File: src/mpp_pkg.sv
package mpp_pkg;
  // Register offsets
  localparam logic [7:0] PIN5_CONFIG_ADDR   = 8'h77;
  localparam logic [7:0] PIN6_CONFIG_ADDR   = 8'h78;
  localparam logic [7:0] PIN7_CONFIG_ADDR   = 8'h79;
  localparam logic [7:0] PIN_IRQ_STS_ADDR   = 8'h7a;
  localparam logic [7:0] BUCK1_ROUTE_ADDR   = 8'h7b;
  localparam logic [7:0] BUCK2_ROUTE_ADDR   = 8'h7c;
  localparam logic [7:0] BUCK3_ROUTE_ADDR   = 8'h7d;
  localparam logic [7:0] USB_OK_ROUTE_ADDR  = 8'h7e;

  // Pin configuration fields
  localparam int PULL_UP_SEL_BIT     = 0;
  localparam int RESISTOR_ON_BIT     = 1;
  localparam int OUTPUT_ENABLE_BIT   = 2;
  localparam int OPEN_DRAIN_SEL_BIT  = 3;
  localparam int DRIVE_VALUE_BIT     = 4;
  localparam int PIN_LEVEL_BIT       = 7;
  localparam int CFG_W               = 5;
  localparam logic [4:0] CFG_RESET   = 5'h00;

  // Routing registers: bits 5 and 6 select pins five and six, bit 7 shows the flag
  localparam int ROUTE_FLAG_BIT      = 7;
  localparam int ROUTE_SEL_W         = 7;
  localparam int ROUTE_PIN5_BIT      = 5;
  localparam int ROUTE_PIN6_BIT      = 6;
  localparam logic [6:0] ROUTE_RESET = 7'h00;

  // Sources: 0..2 bucks, 3 usb input ok
  localparam int NUM_SRC             = 4;
  localparam int NUM_PINS            = 3;
  localparam logic [7:0] READ_UNMAPPED = 8'h00;
  localparam logic [1:0] PRIME_CYCLES  = 2'h2;
endpackage : mpp_pkg

File: src/mpp_pin_cell.sv
`timescale 1ns/10ps
module mpp_pin_cell
  import mpp_pkg::*;
(
  // Clock and reset
  input  wire logic             clk,
  input  wire logic             rst,
  // Register write
  input  wire logic             wrEn,
  input  wire logic [7:0]       wrData,
  // Interrupt routed onto this pin
  input  wire logic             irqForce,
  // Pad
  input  wire logic             padIn,
  output logic                  padOut,
  output logic                  padOe,
  output logic                  pullUpEn,
  output logic                  pullDownEn,
  // Readback
  output logic [CFG_W-1:0]      cfgQ,
  output logic                  levelQ
);
  logic syncA_q;
  logic dir;
  logic driveVal;

  always_ff @(posedge clk or posedge rst) begin
    if (rst) begin
      cfgQ <= CFG_RESET;
    end else if (wrEn) begin
      cfgQ <= wrData[CFG_W-1:0];
    end
  end

  // Pad level seen by software; released open drain reads what the far side drives, the pulls being off
  always_ff @(posedge clk or posedge rst) begin
    if (rst) begin
      syncA_q <= 1'b0;
      levelQ  <= 1'b0;
    end else begin
      syncA_q <= padIn;
      levelQ  <= syncA_q;
    end
  end

  assign dir      = cfgQ[OUTPUT_ENABLE_BIT];
  // Routed interrupt pulls the pin low when its output is enabled, the usual active-low convention
  assign driveVal = cfgQ[DRIVE_VALUE_BIT] & ~irqForce;

  always_ff @(posedge clk or posedge rst) begin
    if (rst) begin
      padOut     <= 1'b0;
      padOe      <= 1'b0;
      pullUpEn   <= 1'b0;
      pullDownEn <= 1'b0;
    end else begin
      padOe      <= dir & ~(cfgQ[OPEN_DRAIN_SEL_BIT] & driveVal);
      padOut     <= driveVal & ~cfgQ[OPEN_DRAIN_SEL_BIT];
      pullUpEn   <= ~dir & cfgQ[RESISTOR_ON_BIT] & cfgQ[PULL_UP_SEL_BIT];
      pullDownEn <= ~dir & cfgQ[RESISTOR_ON_BIT] & ~cfgQ[PULL_UP_SEL_BIT];
    end
  end
endmodule : mpp_pin_cell

File: src/mpp_pin_config.sv
`timescale 1ns/10ps
module mpp_pin_config
  import mpp_pkg::*;
(
  // Clock and reset
  input  wire logic                clk,
  input  wire logic                rst,
  // Register port from the serial host engine
  input  wire logic [7:0]          regAddr,
  input  wire logic [7:0]          regWrData,
  input  wire logic                regWrEn,
  input  wire logic                regRdEn,
  output logic      [7:0]          regRdData,
  output logic                     regRdValid,
  // Power-good sources: bucks 1..3, usb input ok
  input  wire logic [NUM_SRC-1:0]  powerGood,
  // Pads, index 0..2 for pins five to seven
  input  wire logic [NUM_PINS-1:0] pinIn,
  output logic      [NUM_PINS-1:0] pinOut,
  output logic      [NUM_PINS-1:0] pinOe,
  output logic      [NUM_PINS-1:0] pinPullUp,
  output logic      [NUM_PINS-1:0] pinPullDown
);
  logic [CFG_W-1:0]       cfgQ     [NUM_PINS];
  logic [NUM_PINS-1:0]    levelQ;
  logic [NUM_PINS-1:0]    cfgWr;
  logic [NUM_PINS-1:0]    irqForce;
  logic [ROUTE_SEL_W-1:0] routeSel_q [NUM_SRC];
  logic [NUM_SRC-1:0]     pgSyncA_q;
  logic [NUM_SRC-1:0]     pgSyncB_q;
  logic [NUM_SRC-1:0]     pgPrev_q;
  logic [1:0]             primeCnt_q;
  logic                   primed;
  logic [NUM_SRC-1:0]     pgChange;
  logic [NUM_SRC-1:0]     flag_q;
  logic                   stsRead;
  logic [7:0]             rdMux;

  assign cfgWr[0] = regWrEn && regAddr == PIN5_CONFIG_ADDR;
  assign cfgWr[1] = regWrEn && regAddr == PIN6_CONFIG_ADDR;
  assign cfgWr[2] = regWrEn && regAddr == PIN7_CONFIG_ADDR;

  // Pin seven has no select bit in the routing registers
  always_comb begin
    irqForce = '0;
    for (int s = 0; s < NUM_SRC; s++) begin
      irqForce[0] = irqForce[0] | (flag_q[s] & routeSel_q[s][ROUTE_PIN5_BIT]);
      irqForce[1] = irqForce[1] | (flag_q[s] & routeSel_q[s][ROUTE_PIN6_BIT]);
    end
  end

  for (genvar p = 0; p < NUM_PINS; p++) begin : gPin
    mpp_pin_cell uCell (
      .clk        (clk),
      .rst        (rst),
      .wrEn       (cfgWr[p]),
      .wrData     (regWrData),
      .irqForce   (irqForce[p]),
      .padIn      (pinIn[p]),
      .padOut     (pinOut[p]),
      .padOe      (pinOe[p]),
      .pullUpEn   (pinPullUp[p]),
      .pullDownEn (pinPullDown[p]),
      .cfgQ       (cfgQ[p]),
      .levelQ     (levelQ[p])
    );
  end

  // Routing select registers
  always_ff @(posedge clk or posedge rst) begin
    if (rst) begin
      for (int s = 0; s < NUM_SRC; s++) routeSel_q[s] <= ROUTE_RESET;
    end else if (regWrEn) begin
      case (regAddr)
        BUCK1_ROUTE_ADDR:  routeSel_q[0] <= regWrData[ROUTE_SEL_W-1:0];
        BUCK2_ROUTE_ADDR:  routeSel_q[1] <= regWrData[ROUTE_SEL_W-1:0];
        BUCK3_ROUTE_ADDR:  routeSel_q[2] <= regWrData[ROUTE_SEL_W-1:0];
        USB_OK_ROUTE_ADDR: routeSel_q[3] <= regWrData[ROUTE_SEL_W-1:0];
        default:           ;
      endcase
    end
  end

  // Power-good inputs come from the analog domain
  always_ff @(posedge clk or posedge rst) begin
    if (rst) begin
      pgSyncA_q <= '0;
      pgSyncB_q <= '0;
      pgPrev_q  <= '0;
    end else begin
      pgSyncA_q <= powerGood;
      pgSyncB_q <= pgSyncA_q;
      pgPrev_q  <= pgSyncB_q;
    end
  end

  // Hold off edge detection until the synchroniser holds real samples,
  // otherwise a rail already good at reset would look like a change
  always_ff @(posedge clk or posedge rst) begin
    if (rst) begin
      primeCnt_q <= 2'h0;
    end else if (!primed) begin
      primeCnt_q <= primeCnt_q + 2'h1;
    end
  end

  assign primed   = primeCnt_q > PRIME_CYCLES;
  assign pgChange = primed ? (pgSyncB_q ^ pgPrev_q) : '0;
  assign stsRead  = regRdEn && regAddr == PIN_IRQ_STS_ADDR;

  // Sticky flags, cleared by reading status; a new change wins over the clear
  always_ff @(posedge clk or posedge rst) begin
    if (rst) begin
      flag_q <= '0;
    end else begin
      flag_q <= (stsRead ? '0 : flag_q) | pgChange;
    end
  end

  always_comb begin
    case (regAddr)
      PIN5_CONFIG_ADDR:  rdMux = {levelQ[0], 2'b00, cfgQ[0]};
      PIN6_CONFIG_ADDR:  rdMux = {levelQ[1], 2'b00, cfgQ[1]};
      PIN7_CONFIG_ADDR:  rdMux = {levelQ[2], 2'b00, cfgQ[2]};
      PIN_IRQ_STS_ADDR:  rdMux = {4'h0, flag_q};
      BUCK1_ROUTE_ADDR:  rdMux = {flag_q[0], routeSel_q[0]};
      BUCK2_ROUTE_ADDR:  rdMux = {flag_q[1], routeSel_q[1]};
      BUCK3_ROUTE_ADDR:  rdMux = {flag_q[2], routeSel_q[2]};
      USB_OK_ROUTE_ADDR: rdMux = {flag_q[3], routeSel_q[3]};
      default:           rdMux = READ_UNMAPPED;
    endcase
  end

  always_ff @(posedge clk or posedge rst) begin
    if (rst) begin
      regRdData  <= 8'h00;
      regRdValid <= 1'b0;
    end else begin
      regRdValid <= regRdEn;
      if (regRdEn) begin
        regRdData <= rdMux;
      end
    end
  end

  // Checks on pin five, then status, routing and readback checks
  chk_input_hiz: assert property (@(posedge clk) disable iff (rst)
    !cfgQ[0][OUTPUT_ENABLE_BIT] |=> !pinOe[0])
    else $error("input pin is driven");

  chk_drive_low: assert property (@(posedge clk) disable iff (rst)
    cfgQ[0][OUTPUT_ENABLE_BIT] && !cfgQ[0][DRIVE_VALUE_BIT] |=> pinOe[0] && !pinOut[0])
    else $error("output zero not driven low");

  chk_od_release: assert property (@(posedge clk) disable iff (rst)
    cfgQ[0][OUTPUT_ENABLE_BIT] && cfgQ[0][DRIVE_VALUE_BIT] && cfgQ[0][OPEN_DRAIN_SEL_BIT]
    && !irqForce[0] |=> !pinOe[0])
    else $error("open drain one not released");

  chk_pp_high: assert property (@(posedge clk) disable iff (rst)
    cfgQ[0][OUTPUT_ENABLE_BIT] && cfgQ[0][DRIVE_VALUE_BIT] && !cfgQ[0][OPEN_DRAIN_SEL_BIT]
    && !irqForce[0] |=> pinOe[0] && pinOut[0])
    else $error("push-pull one not driven high");

  chk_no_pull_out: assert property (@(posedge clk) disable iff (rst)
    cfgQ[0][OUTPUT_ENABLE_BIT] || !cfgQ[0][RESISTOR_ON_BIT] |=> !pinPullUp[0] && !pinPullDown[0])
    else $error("resistor attached when not allowed");

  chk_pull_select: assert property (@(posedge clk) disable iff (rst)
    !cfgQ[0][OUTPUT_ENABLE_BIT] && cfgQ[0][RESISTOR_ON_BIT]
    |=> pinPullUp[0] == $past(cfgQ[0][PULL_UP_SEL_BIT]) && pinPullUp[0] != pinPullDown[0])
    else $error("wrong pull direction");

  chk_change_flag: assert property (@(posedge clk) disable iff (rst)
    primed && pgSyncB_q[0] != pgPrev_q[0] |=> flag_q[0])
    else $error("power-good change not flagged");

  chk_flag_quiet: assert property (@(posedge clk) disable iff (rst)
    !flag_q[1] && $stable(pgSyncB_q[1]) && pgSyncB_q[1] == pgPrev_q[1] |=> !flag_q[1])
    else $error("flag raised without change");

  chk_status_read: assert property (@(posedge clk) disable iff (rst)
    stsRead |=> regRdValid && regRdData == {4'h0, $past(flag_q)})
    else $error("status read mismatch");

  chk_reserved_zero: assert property (@(posedge clk) disable iff (rst)
    regRdEn && regAddr == PIN6_CONFIG_ADDR |=> regRdData[6:5] == 2'b00)
    else $error("reserved bits not zero");

  chk_route_off: assert property (@(posedge clk) disable iff (rst)
    routeSel_q[0][ROUTE_PIN5_BIT] == 1'b0 && routeSel_q[1][ROUTE_PIN5_BIT] == 1'b0
    && routeSel_q[2][ROUTE_PIN5_BIT] == 1'b0 && routeSel_q[3][ROUTE_PIN5_BIT] == 1'b0
    |-> !irqForce[0])
    else $error("unrouted interrupt reached pin five");

  chk_route_drive: assert property (@(posedge clk) disable iff (rst)
    flag_q[0] && routeSel_q[0][ROUTE_PIN5_BIT] |-> irqForce[0])
    else $error("routed interrupt missing on pin five");

  chk_route_six_off: assert property (@(posedge clk) disable iff (rst)
    !routeSel_q[0][ROUTE_PIN6_BIT] && !routeSel_q[1][ROUTE_PIN6_BIT]
    && !routeSel_q[2][ROUTE_PIN6_BIT] && !routeSel_q[3][ROUTE_PIN6_BIT]
    |-> !irqForce[1])
    else $error("unrouted interrupt reached pin six");

  chk_route_six_on: assert property (@(posedge clk) disable iff (rst)
    flag_q[3] && routeSel_q[3][ROUTE_PIN6_BIT] |-> irqForce[1])
    else $error("routed interrupt missing on pin six");

  // Readback lags the pad by the two synchroniser stages
  chk_level_sync: assert property (@(posedge clk) disable iff (rst)
    primed |-> levelQ == $past(pinIn, 2))
    else $error("pin level readback wrong");

  chk_flag_sticky: assert property (@(posedge clk) disable iff (rst)
    !stsRead |=> (flag_q & $past(flag_q)) == $past(flag_q))
    else $error("flag lost without a status read");

  chk_flag_clear: assert property (@(posedge clk) disable iff (rst)
    stsRead && pgChange == '0 |=> flag_q == '0)
    else $error("flag not cleared by status read");

  chk_status_readonly: assert property (@(posedge clk) disable iff (rst)
    regWrEn && regAddr == PIN_IRQ_STS_ADDR && !stsRead && pgChange == '0
    |=> flag_q == $past(flag_q))
    else $error("status register took a write");

  chk_route_flag: assert property (@(posedge clk) disable iff (rst)
    regRdEn && regAddr == BUCK2_ROUTE_ADDR
    |=> regRdData[ROUTE_FLAG_BIT] == $past(flag_q[1]))
    else $error("routing register flag bit wrong");

  chk_reserved_others: assert property (@(posedge clk) disable iff (rst)
    regRdEn && (regAddr == PIN5_CONFIG_ADDR || regAddr == PIN7_CONFIG_ADDR)
    |=> regRdData[6:5] == 2'b00)
    else $error("reserved bits of pin five or seven not zero");

  // Same pad checks on pins six and seven
  chk_hiz_pin_six: assert property (@(posedge clk) disable iff (rst)
    !cfgQ[1][OUTPUT_ENABLE_BIT] |=> !pinOe[1])
    else $error("input pin six is driven");

  chk_low_pin_six: assert property (@(posedge clk) disable iff (rst)
    cfgQ[1][OUTPUT_ENABLE_BIT] && !cfgQ[1][DRIVE_VALUE_BIT] |=> pinOe[1] && !pinOut[1])
    else $error("pin six zero not driven low");

  chk_od_pin_six: assert property (@(posedge clk) disable iff (rst)
    cfgQ[1][OUTPUT_ENABLE_BIT] && cfgQ[1][DRIVE_VALUE_BIT] && cfgQ[1][OPEN_DRAIN_SEL_BIT]
    && !irqForce[1] |=> !pinOe[1])
    else $error("pin six open drain one not released");

  chk_pp_pin_six: assert property (@(posedge clk) disable iff (rst)
    cfgQ[1][OUTPUT_ENABLE_BIT] && cfgQ[1][DRIVE_VALUE_BIT] && !cfgQ[1][OPEN_DRAIN_SEL_BIT]
    && !irqForce[1] |=> pinOe[1] && pinOut[1])
    else $error("pin six push-pull one not driven high");

  chk_nopull_pin_six: assert property (@(posedge clk) disable iff (rst)
    cfgQ[1][OUTPUT_ENABLE_BIT] || !cfgQ[1][RESISTOR_ON_BIT]
    |=> !pinPullUp[1] && !pinPullDown[1])
    else $error("pin six resistor attached when not allowed");

  chk_sel_pin_six: assert property (@(posedge clk) disable iff (rst)
    !cfgQ[1][OUTPUT_ENABLE_BIT] && cfgQ[1][RESISTOR_ON_BIT]
    |=> pinPullUp[1] == $past(cfgQ[1][PULL_UP_SEL_BIT]) && pinPullUp[1] != pinPullDown[1])
    else $error("pin six wrong pull direction");

  chk_hiz_pin_seven: assert property (@(posedge clk) disable iff (rst)
    !cfgQ[2][OUTPUT_ENABLE_BIT] |=> !pinOe[2])
    else $error("input pin seven is driven");

  chk_low_pin_seven: assert property (@(posedge clk) disable iff (rst)
    cfgQ[2][OUTPUT_ENABLE_BIT] && !cfgQ[2][DRIVE_VALUE_BIT] |=> pinOe[2] && !pinOut[2])
    else $error("pin seven zero not driven low");

  chk_od_pin_seven: assert property (@(posedge clk) disable iff (rst)
    cfgQ[2][OUTPUT_ENABLE_BIT] && cfgQ[2][DRIVE_VALUE_BIT] && cfgQ[2][OPEN_DRAIN_SEL_BIT]
    && !irqForce[2] |=> !pinOe[2])
    else $error("pin seven open drain one not released");

  chk_pp_pin_seven: assert property (@(posedge clk) disable iff (rst)
    cfgQ[2][OUTPUT_ENABLE_BIT] && cfgQ[2][DRIVE_VALUE_BIT] && !cfgQ[2][OPEN_DRAIN_SEL_BIT]
    && !irqForce[2] |=> pinOe[2] && pinOut[2])
    else $error("pin seven push-pull one not driven high");

  chk_nopull_pin_seven: assert property (@(posedge clk) disable iff (rst)
    cfgQ[2][OUTPUT_ENABLE_BIT] || !cfgQ[2][RESISTOR_ON_BIT]
    |=> !pinPullUp[2] && !pinPullDown[2])
    else $error("pin seven resistor attached when not allowed");

  chk_sel_pin_seven: assert property (@(posedge clk) disable iff (rst)
    !cfgQ[2][OUTPUT_ENABLE_BIT] && cfgQ[2][RESISTOR_ON_BIT]
    |=> pinPullUp[2] == $past(cfgQ[2][PULL_UP_SEL_BIT]) && pinPullUp[2] != pinPullDown[2])
    else $error("pin seven wrong pull direction");
endmodule : mpp_pin_config

File: config.mk
export PLATFORM = sky130hd
export DESIGN_NAME = mpp_pin_config
export DESIGN_NICKNAME = d
export VERILOG_FILES = /design/src/mpp_pkg.sv /design/src/mpp_pin_cell.sv /design/src/mpp_pin_config.sv
export SDC_FILE = /design/constraint.sdc
export NUM_CORES = 1
export LEC_CHECK = 0
export BUFFER_PORTS_ARGS = -buffer_cell sky130_fd_sc_hd__buf_2
export CAP_MARGIN = 15
export CORE_MARGIN = 2
export CORE_UTILIZATION = 57
export CTS_BUF_LIST = sky130_fd_sc_hd__clkbuf_16
export DETAILED_ROUTE_END_ITERATION = 8
export PLACE_DENSITY = 0.86
export SKIP_LAST_GASP = 1
export SLEW_MARGIN = 20
export SYNTH_ARGS = -nofsm -noshare
export SYNTH_HDL_FRONTEND = slang
export SYNTH_SLANG_ARGS = --single-unit
File: constraint.sdc
create_clock -name clk -period 3.23 [get_ports clk]
set_clock_uncertainty 0.15 [all_clocks]
set_input_delay 0.1615 -clock clk [delete_from_list [all_inputs] [get_ports clk]]
set_output_delay 0.1615 -clock clk [all_outputs]
set_load 0.005 [all_outputs]
==> results of run 1 <==
metal layers:
| layer | routed length (µm) | vias to the layer above |
|---|---|---|
| met5 | 0 | - |
| met4 | 177 | 0 |
| met3 | 461 | 19 |
| met2 | 3950 | 90 |
| met1 | 3240 | 1240 |
| li1 | - | 1087 |
layout by cell type (no fill, tap or decap), drive strengths merged, types with 4 or more instances in the layout:
master	Yosys	routed
nand3	9	9
clkbuf	0	9
a22o	5	5
a22oi	7	7
and3	5	5
mux2	45	45
xor2	4	4
dfrtp	88	88
nor2b	7	7
inv	5	5
o2bb2ai	7	7
nor3b	5	5
dlygate4sd3	0	11
nor2	5	5
buf	24	48
a31oi	4	4
clkinv	0	4
nand2	11	11
power by group:
part / switching, mW / internal, mW
clock network: 0.393 / 0.584
registers: 0.0276 / 1.15
logic: 0.0933 / 0.0817
total: 0.514 / 1.81
per-stage QoR:
| stage | util | area (µm²) | setup slack [ns] | hold WS, ns |
|---|---|---|---|---|
| floorplan | - | 3920 | 0.640 | 0.0429 |
| global placement | 0.608 | 4080 | 0.916 | 0.119 |
| detailed placement | 0.608 | 4080 | 0.898 | 0.121 |
| CTS | 0.666 | 4470 | 1.24 | 0.0338 |
| global route | 0.666 | 4470 | 1.12 | 0.0406 |
| finish | 0.666 | 4470 | 1.20 | 0.0370 |
cell families (layout without fill, tap and decap cells):
group / Yosys count / in the layout / share of synthesized area
mux: 50 / 50 / 0.172
compound gates: 45 / 45 / 0.0972
flops: 88 / 88 / 0.562
simple gates: 53 / 53 / 0.102
xor+xnor: 6 / 6 / 0.0134
fa+ha+maj: 1 / 1 / 0.00320
buf+inv: 29 / 79 / 0.0502
registers in the layout, summed over array words and instances, names as in the netlist, 4 cells and up:
signal	count
routeSel_q	28
gPin.uCell.cfgQ	15
regRdData	8
flag_q	4
pgPrev_q	4
pgSyncA_q	4
pgSyncB_q	4
path summary, 6_finish.rpt:
path / from / endpoint / slack (ns) / depth (start not counted)
setup / recovery: regAddr[1] / regRdData[5] / 1.20 / 6
hold / removal: regWrData[1] / routeSel_q[8] / 0.04 / 2
setup reg to reg: flag_q[2] / regRdData[2] / 1.48 / 3
hold reg to reg: gPin[0].uCell.syncA_q / gPin[0].uCell.levelQ / 0.20 / 0
max in group asynchronous: rst / gPin[1].uCell.pullUpEn / 1.82 / 4
min in group asynchronous: rst / pgSyncB_q[1] / 0.36 / 3
timing repair:
item | 4_1_cts | 5_1_grt
hold endpoints to repair | 62 | 0
setup endpoints to repair | 0 | 0
hold buffers | 11 | 0
layout make-up:
class / count / area (µm²)
multi-input cells: 155 / 1520
clock inverters: 6 / 52.6
fillers: 482 / 2250
clock buffers: 9 / 225
flip-flops and latches: 88 / 2200
repair buffers: 59 / 355
well taps: 80 / 100
inverters: 5 / 20.0
==> key figures, run 1 <==
Clock tree
  • Post-cts sizing count: 0
  • H-tree depth: 3
  • Clock network latency to the later pin of the worst-skew pair: 0.33 ns
  • Clock-pin slew on the worst setup and hold paths: 0.06 ns
  • Post CTS Setup Buffer Count: 0
  • Max clock buf depth: 2
  • CTS tree: built
  • Number of buffers created by CTS: 9
  • Clk root buf: clkbuf_16
  • Clock sink count: around 90

Pwr
  • Leakage component of the power: 2.19 nW
  • Power per unit of standard cell area: 520 nW/µm²
  • Max rail drop VDD: 0.422 mV
  • Total power of the final layout: 2.33 mW

Cells and area
  • Fraction of final layout cells sized beyond drive strength 1: 0.373
  • NumNets Final: 346
  • Non-filler cells in the finished layout: 402
  • Area growth syn-to-layout: 14.2%
  • Diode insertion count for antenna repair: 0

Synthesis
  • Dominant register cell in the synthesized netlist: dfrtp_1
  • Synth warn: 0
  • Post-synthesis instance area: just under 4000 µm²
  • Fraction of synthesis flops using an asynchronous set or reset pin: 1.00
  • Synth top area cells: dfrtp_1, mux2_4, mux2_2, buf_4, mux4_2
  • Avg Cell Area, Syn: 14.4 µm²
  • Syn Inst Count: 272
  • Unique masters post-synth: 50
  • Commonest cells in the netlist: dfrtp_1, mux2_2, mux2_4, buf_4, nand3_1
  • Top-area cell type share of the netlist area: 0.562
  • Most used standard cell by instance count after synthesis: dfrtp_1
  • Post-synth EDFFs: 0
  • Library cell occupying the most area in the post-synthesis netlist: dfrtp_1
  • Number of nets in the synthesized netlist: 300
  • Synth Register Bits: 88
  • Sequential share of the synthesized area: 0.562

Placed design
  • DPL Wire Length: around 5.3 mm
  • Final weighted congestion in routability-driven placement: approximately 0.84
  • Number of placed instances, taps included: 376
  • Buffers on Ports: 46

Timing
  • Setup repair after global routing missed its margin: false
  • Final TNS setup: 0 ns
  • Minimum period implied by the final worst setup slack: between 2 and 2.5 ns
  • Actual slew at the worst max-slew pin: 0.931 ns
  • Top achievable clock speed: just under 500 MHz
  • Tcrit/Tclk final: 0.630
  • Number of endpoints with negative hold slack in the final report: 0
  • Total count of max-transition violations in the final report: 0
  • Worst relative slew slack: 0.378
  • Setup violation total in the final timing report: 0

Drt
  • Via count: between 2k and 2.5k
  • Number of DRC violations after detailed routing: 0
  • Routed vias/inst: 6.06
  • Remaining number of nets flagged by the antenna check after routing: 0
  • Routed Wire Length: 7.83 mm
  • Drt first pass iters: 4
  • Starting DRC count in detailed routing: 203
  • Wire length per cell after detailed routing: between 15 and 20 µm

GRT
  • Via count of the first global-routing pass: 2512
  • Total track usage: 0.224
  • Global-route wire length before repair: 12.7 mm
  • Met3 demand-to-capacity share in global routing: 0.0682
  • Global Route met2 Usage: 0.359
  • Maximum number of pins on one net before global-route repair: 49
  • Layer with the highest usage after global routing: met2
  • Global-route track usage on met1: 0.288
  • Antenna violations before repair: 0
  • Grt ovf: 0

Die
  • Row count: 30
  • Initial cell density of the core: 0.583
  • Full die area: around 7500 µm²
  • Chip Width: between 80 and 90 µm
  • Number of primary I/O pins: 48
  • Vert. Die Dim: 86.9 µm
  • Total core area: roughly 6700 µm²

Worst setup path
  • Number of buffer and inverter stages on the critical path: 1
  • Critical setup path kind: input pin to register
  • CP Capture Type: register
  • Worst Path Max Fanout: 21
  • Startpoint class of the critical path: input pin
  • Chain of cells forming the critical path: buf_2 -> nor2b_1 -> a22o_4 -> a22oi_2 -> a2111oi_2 -> a21o_1
  • Biggest cell delay along the critical path: 0.81 ns
  • Data required time of the worst path: 3.35 ns
  • Critical-path top delay cell: nor2b_1
  • Data arrival, critical path: 2.16 ns
  • Crit-path leading delay family: simple AND/OR/NAND/NOR gates

Run status
  • Status: completed

Worst hold path
  • Class of the tightest hold or removal check: input pin to register

Job
  • Max-Cap Viols: 0
Note: power is estimated with default switching activity, not from simulation.
==> run 2, diff against run 1 <==
--- a/config.mk
+++ b/config.mk
@@ -5,13 +5,14 @@
 export SDC_FILE = /design/constraint.sdc
 export NUM_CORES = 1
 export LEC_CHECK = 0
+export ABC_AREA = 1
 export BUFFER_PORTS_ARGS = -buffer_cell sky130_fd_sc_hd__buf_2
 export CAP_MARGIN = 15
 export CORE_MARGIN = 2
-export CORE_UTILIZATION = 57
+export CORE_UTILIZATION = 52
 export CTS_BUF_LIST = sky130_fd_sc_hd__clkbuf_16
 export DETAILED_ROUTE_END_ITERATION = 8
-export PLACE_DENSITY = 0.86
+export PLACE_DENSITY = 0.83
 export SKIP_LAST_GASP = 1
 export SLEW_MARGIN = 20
 export SYNTH_ARGS = -nofsm -noshare
==> constraint.sdc (replaced) <==
create_clock -name clk -period 1.7 [get_ports clk]
set_clock_uncertainty 0.15 [all_clocks]
set_input_delay 0.085 -clock clk [delete_from_list [all_inputs] [get_ports clk]]
set_output_delay 0.085 -clock clk [all_outputs]
set_load 0.005 [all_outputs]
==> run 2 against run 1 <==
Sequential share of layout area down 3.6 points. Final area grew 7.8%. Critical path type is now register to register. Synthesized area rose by 3.9%. Clock-buffer cell count stayed put.
==> key figures, run 2 <==
Clock tree
  • Clock sink count: 88 (unchanged)
  • Max clock buf depth: 2 (unchanged)
  • Clock-pin slew on the worst setup and hold paths: 0.06 ns (about the same)
  • CTS tree: built
  • H-tree depth: 3 (unchanged)
  • Clock network latency to the later pin of the worst-skew pair: 0.34 ns (about the same)
  • Clk root buf: clkbuf_16
  • Number of buffers created by CTS: 9 (unchanged)

Timing
  • Worst relative slew slack: 0.662 (+0.284)
  • Tcrit/Tclk final: 0.808
  • Top achievable clock speed: 728 MHz
  • Number of endpoints with negative hold slack in the final report: 0 (unchanged)
  • Minimum period implied by the final worst setup slack: around 1.4 ns
  • Actual slew at the worst max-slew pin: 0.506 ns (-0.425 ns)
  • Final TNS setup: 0 ns (unchanged)
  • Setup violation total in the final timing report: 0 (unchanged)
  • Total count of max-transition violations in the final report: 0 (unchanged)
  • Setup repair after global routing missed its margin: false

GRT
  • Maximum number of pins on one net before global-route repair: 57 (+16%)
  • Global-route wire length before repair: 15.7 mm (+24%)
  • Antenna violations before repair: 0 (unchanged)
  • Total track usage: 0.238 (+0.0143)
  • Via count of the first global-routing pass: 3213 (+28%)
  • Grt ovf: 0 (unchanged)

Synthesis
  • Synth top area cells: dfrtp_1, nand2_1, nand3_1, o21ai_0, nor2_8
  • Sequential share of the synthesized area: 0.541 (-0.0213)
  • Multiplexer fraction of the synthesized cell area: 0.00277 (-0.169)
  • Compound-Gate Fraction of Synth Area: 0.0827 (-0.0144)
  • Synth Register Bits: 88 (unchanged)
  • Most used standard cell by instance count after synthesis: nand2_1
  • Fraction of the mapped netlist area in adder cells: 0.00308 (-0.000121)
  • Post-synthesis xor/xnor area fraction: 0.00215 (-0.0113)
  • Synth warn: 0 (unchanged)
  • Avg Cell Area, Syn: 9.12 µm² (-37%)
  • Number of nets in the synthesized netlist: 474 (+58%)
  • Syn Inst Count: 446 (+64%)
  • Library cell occupying the most area in the post-synthesis netlist: dfrtp_1
  • Top-area cell type share of the netlist area: 0.541 (-0.0213)
  • Post-Synth Simple-Gate Area: 0.292 (+0.190)
  • Dominant register cell in the synthesized netlist: dfrtp_1
  • Combinational family with the most area after synthesis: simple AND/OR/NAND/NOR gates
  • Commonest cells in the netlist: nand2_1, dfrtp_1, nand3_1, o21ai_0, inv_1
  • Fraction of synthesis flops using an asynchronous set or reset pin: 1.00 (unchanged)
  • Post-synthesis instance area: 4070 µm² (+3.9%)
  • Unique masters post-synth: 25 (-50%)
  • Post-synth EDFFs: 0 (unchanged)

Worst setup path
  • Worst Path Max Fanout: 3 (-86%)
  • Levels on crit path: 6 (unchanged)
  • Critical setup path kind: register to register
  • Number of buffer and inverter stages on the critical path: 2 (+1)
  • Biggest cell delay along the critical path: 0.40 ns (-0.41 ns)
  • Setup slack on the worst flop-to-flop path: 0.33 ns (-1.15 ns)
  • Startpoint class of the critical path: register
  • Number of cells traversed by the worst register-to-register path: 6 (+3)
  • Critical-path top delay cell: dfrtp_1
  • Data arrival, critical path: 1.45 ns (-0.71 ns)
  • Crit-path leading delay family: compound AO/OA/AOI/OAI gates
  • CP Capture Type: register
  • Chain of cells forming the critical path: inv_1 -> o21ai_0 -> a21oi_1 -> nand3_1 -> o21ai_0 -> inv_1
  • Data required time of the worst path: 1.78 ns (-1.57 ns)

Cells and area
  • Most common cell after layout, fill and taps aside: nand2_1
  • Fraction of final layout cells sized beyond drive strength 1: 0.186 (-0.187)
  • Diode insertion count for antenna repair: 0 (unchanged)
  • Number of filler cells placed in the layout: 611 (+27%)
  • Largest register FFs: 28 (unchanged)
  • Register with the highest flop count: routeSel_q
  • Most used cells in the layout excluding fill and tap cells: nand2_1, dfrtp_1, nand3_1
  • Area growth syn-to-layout: 18.5%
  • Non-filler cells in the finished layout: 607 (+51%)
  • NumNets Final: 528 (+53%)
  • Largest registers ranked by flip-flop count: routeSel_q (28), gPin.uCell.cfgQ (15), regRdData (8)

Pwr
  • Power per unit of standard cell area: 1000 nW/µm² (+93%)
  • Leakage component of the power: 2.66 nW (+21%)
  • Max rail drop VDD: 0.507 mV (+20%)

Drt
  • Detailed route wirelength on metal2: 4.48 mm (+13%)
  • Number of DRC violations after detailed routing: 0 (unchanged)
  • Routed vias/inst: 5.40 (-11%)
  • Met1 Routed Length: 3.88 mm (+20%)
  • Drt first pass iters: 5 (+1)
  • Wire length per cell after detailed routing: 15.4 µm (-21%)
  • Remaining number of nets flagged by the antenna check after routing: 0 (unchanged)
  • Routed Wire Length: 9.33 mm (+19%)
  • Starting DRC count in detailed routing: 315 (+55%)
  • Uppermost layer routed: met4
  • Met3 layer wire length in the routed design: 596 µm (+29%)
  • Via count: 3276 (+34%)

Placed design
  • DPL Wire Length: 6.14 mm (+15%)
  • Buffers on Ports: 46 (unchanged)
  • Number of placed instances, taps included: 575 (+53%)
  • Final weighted congestion in routability-driven placement: 0.907 (+8.0%)

Worst hold path
  • Class of the tightest hold or removal check: input pin to register
  • Cell depth of the worst hold path: 4 (+2)

Die
  • Full die area: 8550 µm² (+13%)
  • Number of primary I/O pins: 48 (unchanged)
  • Row count: 32 (+6.7%)
  • Total core area: 7650 µm² (+14%)
  • Vert. Die Dim: 92.5 µm (+6.4%)
  • Initial cell density of the core: 0.532 (-0.0506)
  • Chip Width: 92.5 µm (+6.4%)

Run status
  • Status: completed

Job
  • Max-Cap Viols: 0 (unchanged)
==> run 2: cell types whose count changed in the layout (fill, tap and decap cells not counted), sizes merged, moves of 27 or more <==
| cell | before | now |
|---|---|---|
| nand2 | 11 | 144 |
| o21ai | 2 | 60 |
| mux2 | 45 | 1 |
| nand3 | 9 | 49 |
| nor2 | 5 | 34 |
| inv | 5 | 32 |
==> run 2: cell families after synthesis <==
| logic type | Yosys count |
|---|---|
| AOI/OAI and AO/OA | 66 |
| xor gates and xnor gates | 1 |
| adders and majority gates | 1 |
| buffers and inverters | 56 |
| DFF | 88 |
| muxes | 1 |
| and+or+nand+nor | 233 |
==> run 2: repair_timing <==
item                       in CTS  in global routing
hold buffers                   16                  0
setup endpoints to repair       0                  0
buffers inserted                0                  0
hold endpoints to repair       92                  0
gates resized for setup         0                  0
==> run 2: final timing paths <==
check                             start                   to
max                           flag_q[0]  gPin[0].uCell.padOe
min                             regWrEn        routeSel_q[6]
max reg2reg                   flag_q[0]  gPin[0].uCell.padOe
min reg2reg                pgSyncA_q[1]         pgSyncB_q[1]
max in group asynchronous           rst       routeSel_q[17]
min in group asynchronous           rst         pgSyncB_q[3]
==> run 2: final cells by class <==
type,instances,area [µm²],share of cell area
clock buffers,9,225,0.0467
clock inverters,7,110,0.0228
inverters,33,128,0.0265
multi-input cells,302,1560,0.323
flip-flops and latches,88,2200,0.457
well taps,102,128,0.0265
repair buffers,66,470,0.0976
==> run 2: metrics by stage <==
step / power [mW] / setup slack [ns] / hold slack [ns] / util / area [µm²]
after floorplan: 2.51 / 0.443 / -0.0336 / - / 4070
after global placement: 2.61 / 0.305 / -0.0139 / 0.565 / 4320
after detailed placement: 2.63 / 0.281 / -0.000841 / 0.565 / 4320
after CTS: 4.84 / 0.335 / 0.0598 / 0.630 / 4820
after global routing: 5.00 / 0.187 / 0.0941 / 0.630 / 4820
final: 4.83 / 0.326 / 0.0618 / 0.630 / 4820
==> run 2: tightest hold or removal path, cell delays in order <==
cell and delay (ns):
buf_2 0.08, inv_2 0.10, o21ai_0 0.19, nand2_1 0.05
==> run 2: report_power, final <==
| part | internal [mW] | switching (mW) | total (mW) |
|---|---|---|---|
| registers | 2.20 | 0.0585 | 2.26 |
| logic | 0.131 | 0.230 | 0.361 |
| clock network | 1.42 | 0.783 | 2.21 |
==> run 2: metal layers <==
metal  up-vias  global-route usage
met1      1532               0.302
met2       154               0.391
met3        44              0.0439
met5         -                   0
met4         0               0.124
li1       1546                   -
==> run 3, diff against run 2 <==
--- a/config.mk
+++ b/config.mk
@@ -9,10 +9,10 @@
 export BUFFER_PORTS_ARGS = -buffer_cell sky130_fd_sc_hd__buf_2
 export CAP_MARGIN = 15
 export CORE_MARGIN = 2
-export CORE_UTILIZATION = 52
+export CORE_UTILIZATION = 58
 export CTS_BUF_LIST = sky130_fd_sc_hd__clkbuf_16
 export DETAILED_ROUTE_END_ITERATION = 8
-export PLACE_DENSITY = 0.83
+export PLACE_DENSITY = 0.87
 export SKIP_LAST_GASP = 1
 export SLEW_MARGIN = 20
 export SYNTH_ARGS = -nofsm -noshare
==> constraint.sdc (replaced) <==
create_clock -name clk -period 1.4 [get_ports clk]
set_clock_uncertainty 0.15 [all_clocks]
set_input_delay 0.07 -clock clk [delete_from_list [all_inputs] [get_ports clk]]
set_output_delay 0.07 -clock clk [all_outputs]
set_load 0.005 [all_outputs]
==> run 3 against run 2 <==
First-iteration DRC count decreased by 1.6%. Core utilization up 8.1 points. Worst setup slack worse by 0.23 ns. Sequential share of layout area shrank 0.14 points. Final cell count fell by 0.33%. Via count grew 0.89%. Clock-buffer cell count unchanged. Sequential power increased by 22%. Fmax increased by 5.4%. Combinational power rose by 22%. Die area shrank 9.9%. Largest cell class unchanged.
==> key figures, run 3 (synthesized netlist as in run 2, its figures left out) <==
Run status
  • Status: completed

Pwr
  • Power share of the sequential group: 0.474 (+0.005)
  • Power spent charging and discharging nets: 1.38 mW (+28%)
  • Leakage component of the power: 2.67 nW (+0.57%)
  • Power per unit of standard cell area: 1200 nW/µm² (+20%)
  • Internal portion of total power: 4.42 mW (+18%)
  • Combinational Power Share: 0.076 (about the same)
  • Switching power share of the total: 0.237 (+0.0156)
  • Clock Power Share: 0.450 (-0.007)
  • Max rail drop VDD: 1.11 mV (+120%)

Timing
  • Setup violation total in the final timing report: 0 (unchanged)
  • Number of endpoints with negative hold slack in the final report: 0 (unchanged)
  • Hold Worst Slack: 0.105 ns (+0.0432 ns)
  • Actual slew at the worst max-slew pin: 0.358 ns (-0.147 ns)
  • Final TNS setup: 0 ns (unchanged)
  • Worst relative slew slack: 0.761 (+0.0983)
  • Minimum period implied by the final worst setup slack: 1.30 ns (-0.0701 ns)
  • Top achievable clock speed: 767 MHz (+5.4%)
  • Setup repair after global routing missed its margin: false
  • Total count of max-transition violations in the final report: 0 (unchanged)
  • Tcrit/Tclk final: 0.931 (+0.123)

Worst setup path
  • Data arrival, critical path: 1.39 ns (-0.06 ns)
  • Cell repeated most along the worst path: inv_1
  • Startpoint class of the critical path: register
  • Launching element of the worst setup path: routeSel_q[26]
  • Endpoint of the worst setup timing path: gPin[0].uCell.padOe
  • Critical setup path kind: register to register
  • Levels on crit path: 6 (unchanged)
  • Chain of cells forming the critical path: inv_1 -> o21ai_0 -> a21oi_1 -> nand3_1 -> o21ai_1 -> inv_1
  • Crit-path leading delay family: compound AO/OA/AOI/OAI gates
  • Biggest cell delay along the critical path: 0.38 ns (-0.02 ns)
  • Data required time of the worst path: 1.49 ns (-0.29 ns)
  • Crit Reg-Reg Startpoint: routeSel_q[26]
  • Setup slack on the worst flop-to-flop path: 0.1 ns (-0.23 ns)
  • CP Capture Type: register
  • Worst Path Max Fanout: 2 (-1)
  • Number of cells traversed by the worst register-to-register path: 6 (unchanged)
  • Critical-path top delay cell: dfrtp_1
  • Number of buffer and inverter stages on the critical path: 2 (unchanged)
  • Reg-to-Reg End: gPin[0].uCell.padOe

Drt
  • Drt first pass iters: 5 (unchanged)
  • Routed Wire Length: 9.29 mm (-0.43%)
  • Via count: 3305 (+0.89%)
  • Number of DRC violations after detailed routing: 0 (unchanged)
  • Starting DRC count in detailed routing: 310 (-1.6%)
  • Wire length per cell after detailed routing: 15.4 µm (about the same)
  • Routed vias/inst: 5.46 (+1.2%)
  • Remaining number of nets flagged by the antenna check after routing: 0 (unchanged)

Clock tree
  • Clock sink count: 88 (unchanged)
  • Post CTS Setup Buffer Count: 0 (unchanged)
  • Number of buffers created by CTS: 9 (unchanged)
  • H-tree depth: 3 (unchanged)
  • CTS tree: built
  • Max clock buf depth: 2 (unchanged)
  • Clock network latency to the later pin of the worst-skew pair: 0.34 ns (about the same)
  • Clk root buf: clkbuf_16
  • Clock-pin slew on the worst setup and hold paths: 0.07 ns (about the same)

Die
  • Row count: 30 (-6.3%)
  • Full die area: 7700 µm² (-9.9%)
  • Number of primary I/O pins: 48 (unchanged)
  • Total core area: 6790 µm² (-11%)
  • Vert. Die Dim: 87.8 µm (-5.1%)
  • Initial cell density of the core: 0.599 (+0.0668)
  • Chip Width: 87.8 µm (-5.1%)

GRT
  • Antenna violations before repair: 0 (unchanged)
  • Global-route wire length before repair: 15.3 mm (-2.8%)
  • Grt ovf: 0 (unchanged)
  • Met3 demand-to-capacity share in global routing: 0.0773 (+0.0333)
  • Global Route met2 Usage: 0.419 (+0.0283)
  • Total track usage: 0.265 (+0.0263)
  • Layer with the highest usage after global routing: met2
  • Via count of the first global-routing pass: 3241 (+0.87%)
  • Maximum number of pins on one net before global-route repair: 49 (-14%)
  • Global-route track usage on met1: 0.322 (+0.0205)

Cells and area
  • Area growth syn-to-layout: 18.8%
  • Register with the highest flop count: routeSel_q
  • Largest register FFs: 28 (unchanged)
  • Largest registers ranked by flip-flop count: routeSel_q (28), gPin.uCell.cfgQ (15), regRdData (8)
  • Most used cells in the layout excluding fill and tap cells: nand2_1, dfrtp_1, nand3_1
  • Fraction of final layout cells sized beyond drive strength 1: 0.196 (+0.0103)
  • Number of filler cells placed in the layout: 469 (-23%)
  • NumNets Final: 532 (+0.76%)
  • Most common cell after layout, fill and taps aside: nand2_1
  • Diode insertion count for antenna repair: 0 (unchanged)

Job
  • Max-Cap Viols: 0 (unchanged)

Placed design
  • Buffers on Ports: 46 (unchanged)
  • DPL Wire Length: 6.23 mm (+1.4%)
  • Final weighted congestion in routability-driven placement: 0.903 (-0.44%)

Worst hold path
  • Class of the tightest hold or removal check: input pin to asynchronous set/reset pin
-- run 3: cell types whose count changed in the layout (fill, tap and decap cells not counted), sizes merged --
cell	change
buf	+4
inv	+2
bufinv	-1
clkinv	-1
-- run 3: worst register-to-register path, delay by kind of cell, from the launching register on --
family	cells	cell delay, ns
and+or+nand+nor	1	0.15
DFF	1	0.38
buffers and inverters	2	0.12
AOI/OAI and AO/OA	3	0.39
-- run 3: worst min-delay path by stage --
stage                         from                    end  slack (ns)  cells past startpoint
after floorplan           pinIn[0]  gPin[0].uCell.syncA_q       -0.05                      0
after detailed placement       rst            pgPrev_q[1]       -0.08                      2
after global placement         rst           pgSyncB_q[3]       -0.09                      2
after global routing           rst           pgSyncB_q[3]        0.13                      3
final                          rst           pgSyncB_q[3]        0.11                      3
after CTS                      rst           pgSyncB_q[3]        0.11                      3
-- run 3: stage by stage --
stage / worst slack [ns] / instances / power, mW / cell area (µm²) / util
after floorplan: 0.158 / 446 / 3.05 / 4070 / -
after global placement: 0.0784 / 573 / 3.17 / 4350 / 0.640
after detailed placement: 0.00291 / 573 / 3.19 / 4350 / 0.640
after CTS: 0.108 / 605 / 5.80 / 4830 / 0.712
after global routing: 0.00148 / 605 / 5.97 / 4830 / 0.712
final: 0.0961 / 605 / 5.79 / 4830 / 0.712
-- run 3: what timing repair did --
item                                    CTS  global route
endpoints found under the hold margin   147             0
gates resized for setup                   0             2
hold buffers                             16             0
endpoints found under the setup margin    0             2
-- run 3: layout make-up --
cell class / instances / area [µm²] / area share
clock inverters: 7 / 103 / 0.0212
repair buffers: 70 / 500 / 0.104
multi-input cells: 302 / 1560 / 0.322
well taps: 96 / 120 / 0.0248
flip-flops and latches: 88 / 2200 / 0.455
clock buffers: 9 / 225 / 0.0466
inverters: 33 / 128 / 0.0264
-- run 3: per-layer routing --
| layer | up-vias | wire (µm) |
|---|---|---|
| met3 | 39 | 666 |
| met2 | 153 | 4620 |
| met5 | - | 0 |
| met1 | 1565 | 3610 |
| met4 | 0 | 396 |
| li1 | 1548 | - |
-- run 3: power by group through the flow --
stage	Sequential [mW]	Combinational (mW)	Clock [mW]
after CTS	2.74	0.443	2.61
after global placement	2.78	0.386	0
after global routing	2.76	0.492	2.72
after detailed placement	2.79	0.403	0
after floorplan	2.77	0.280	0
final	2.75	0.442	2.61
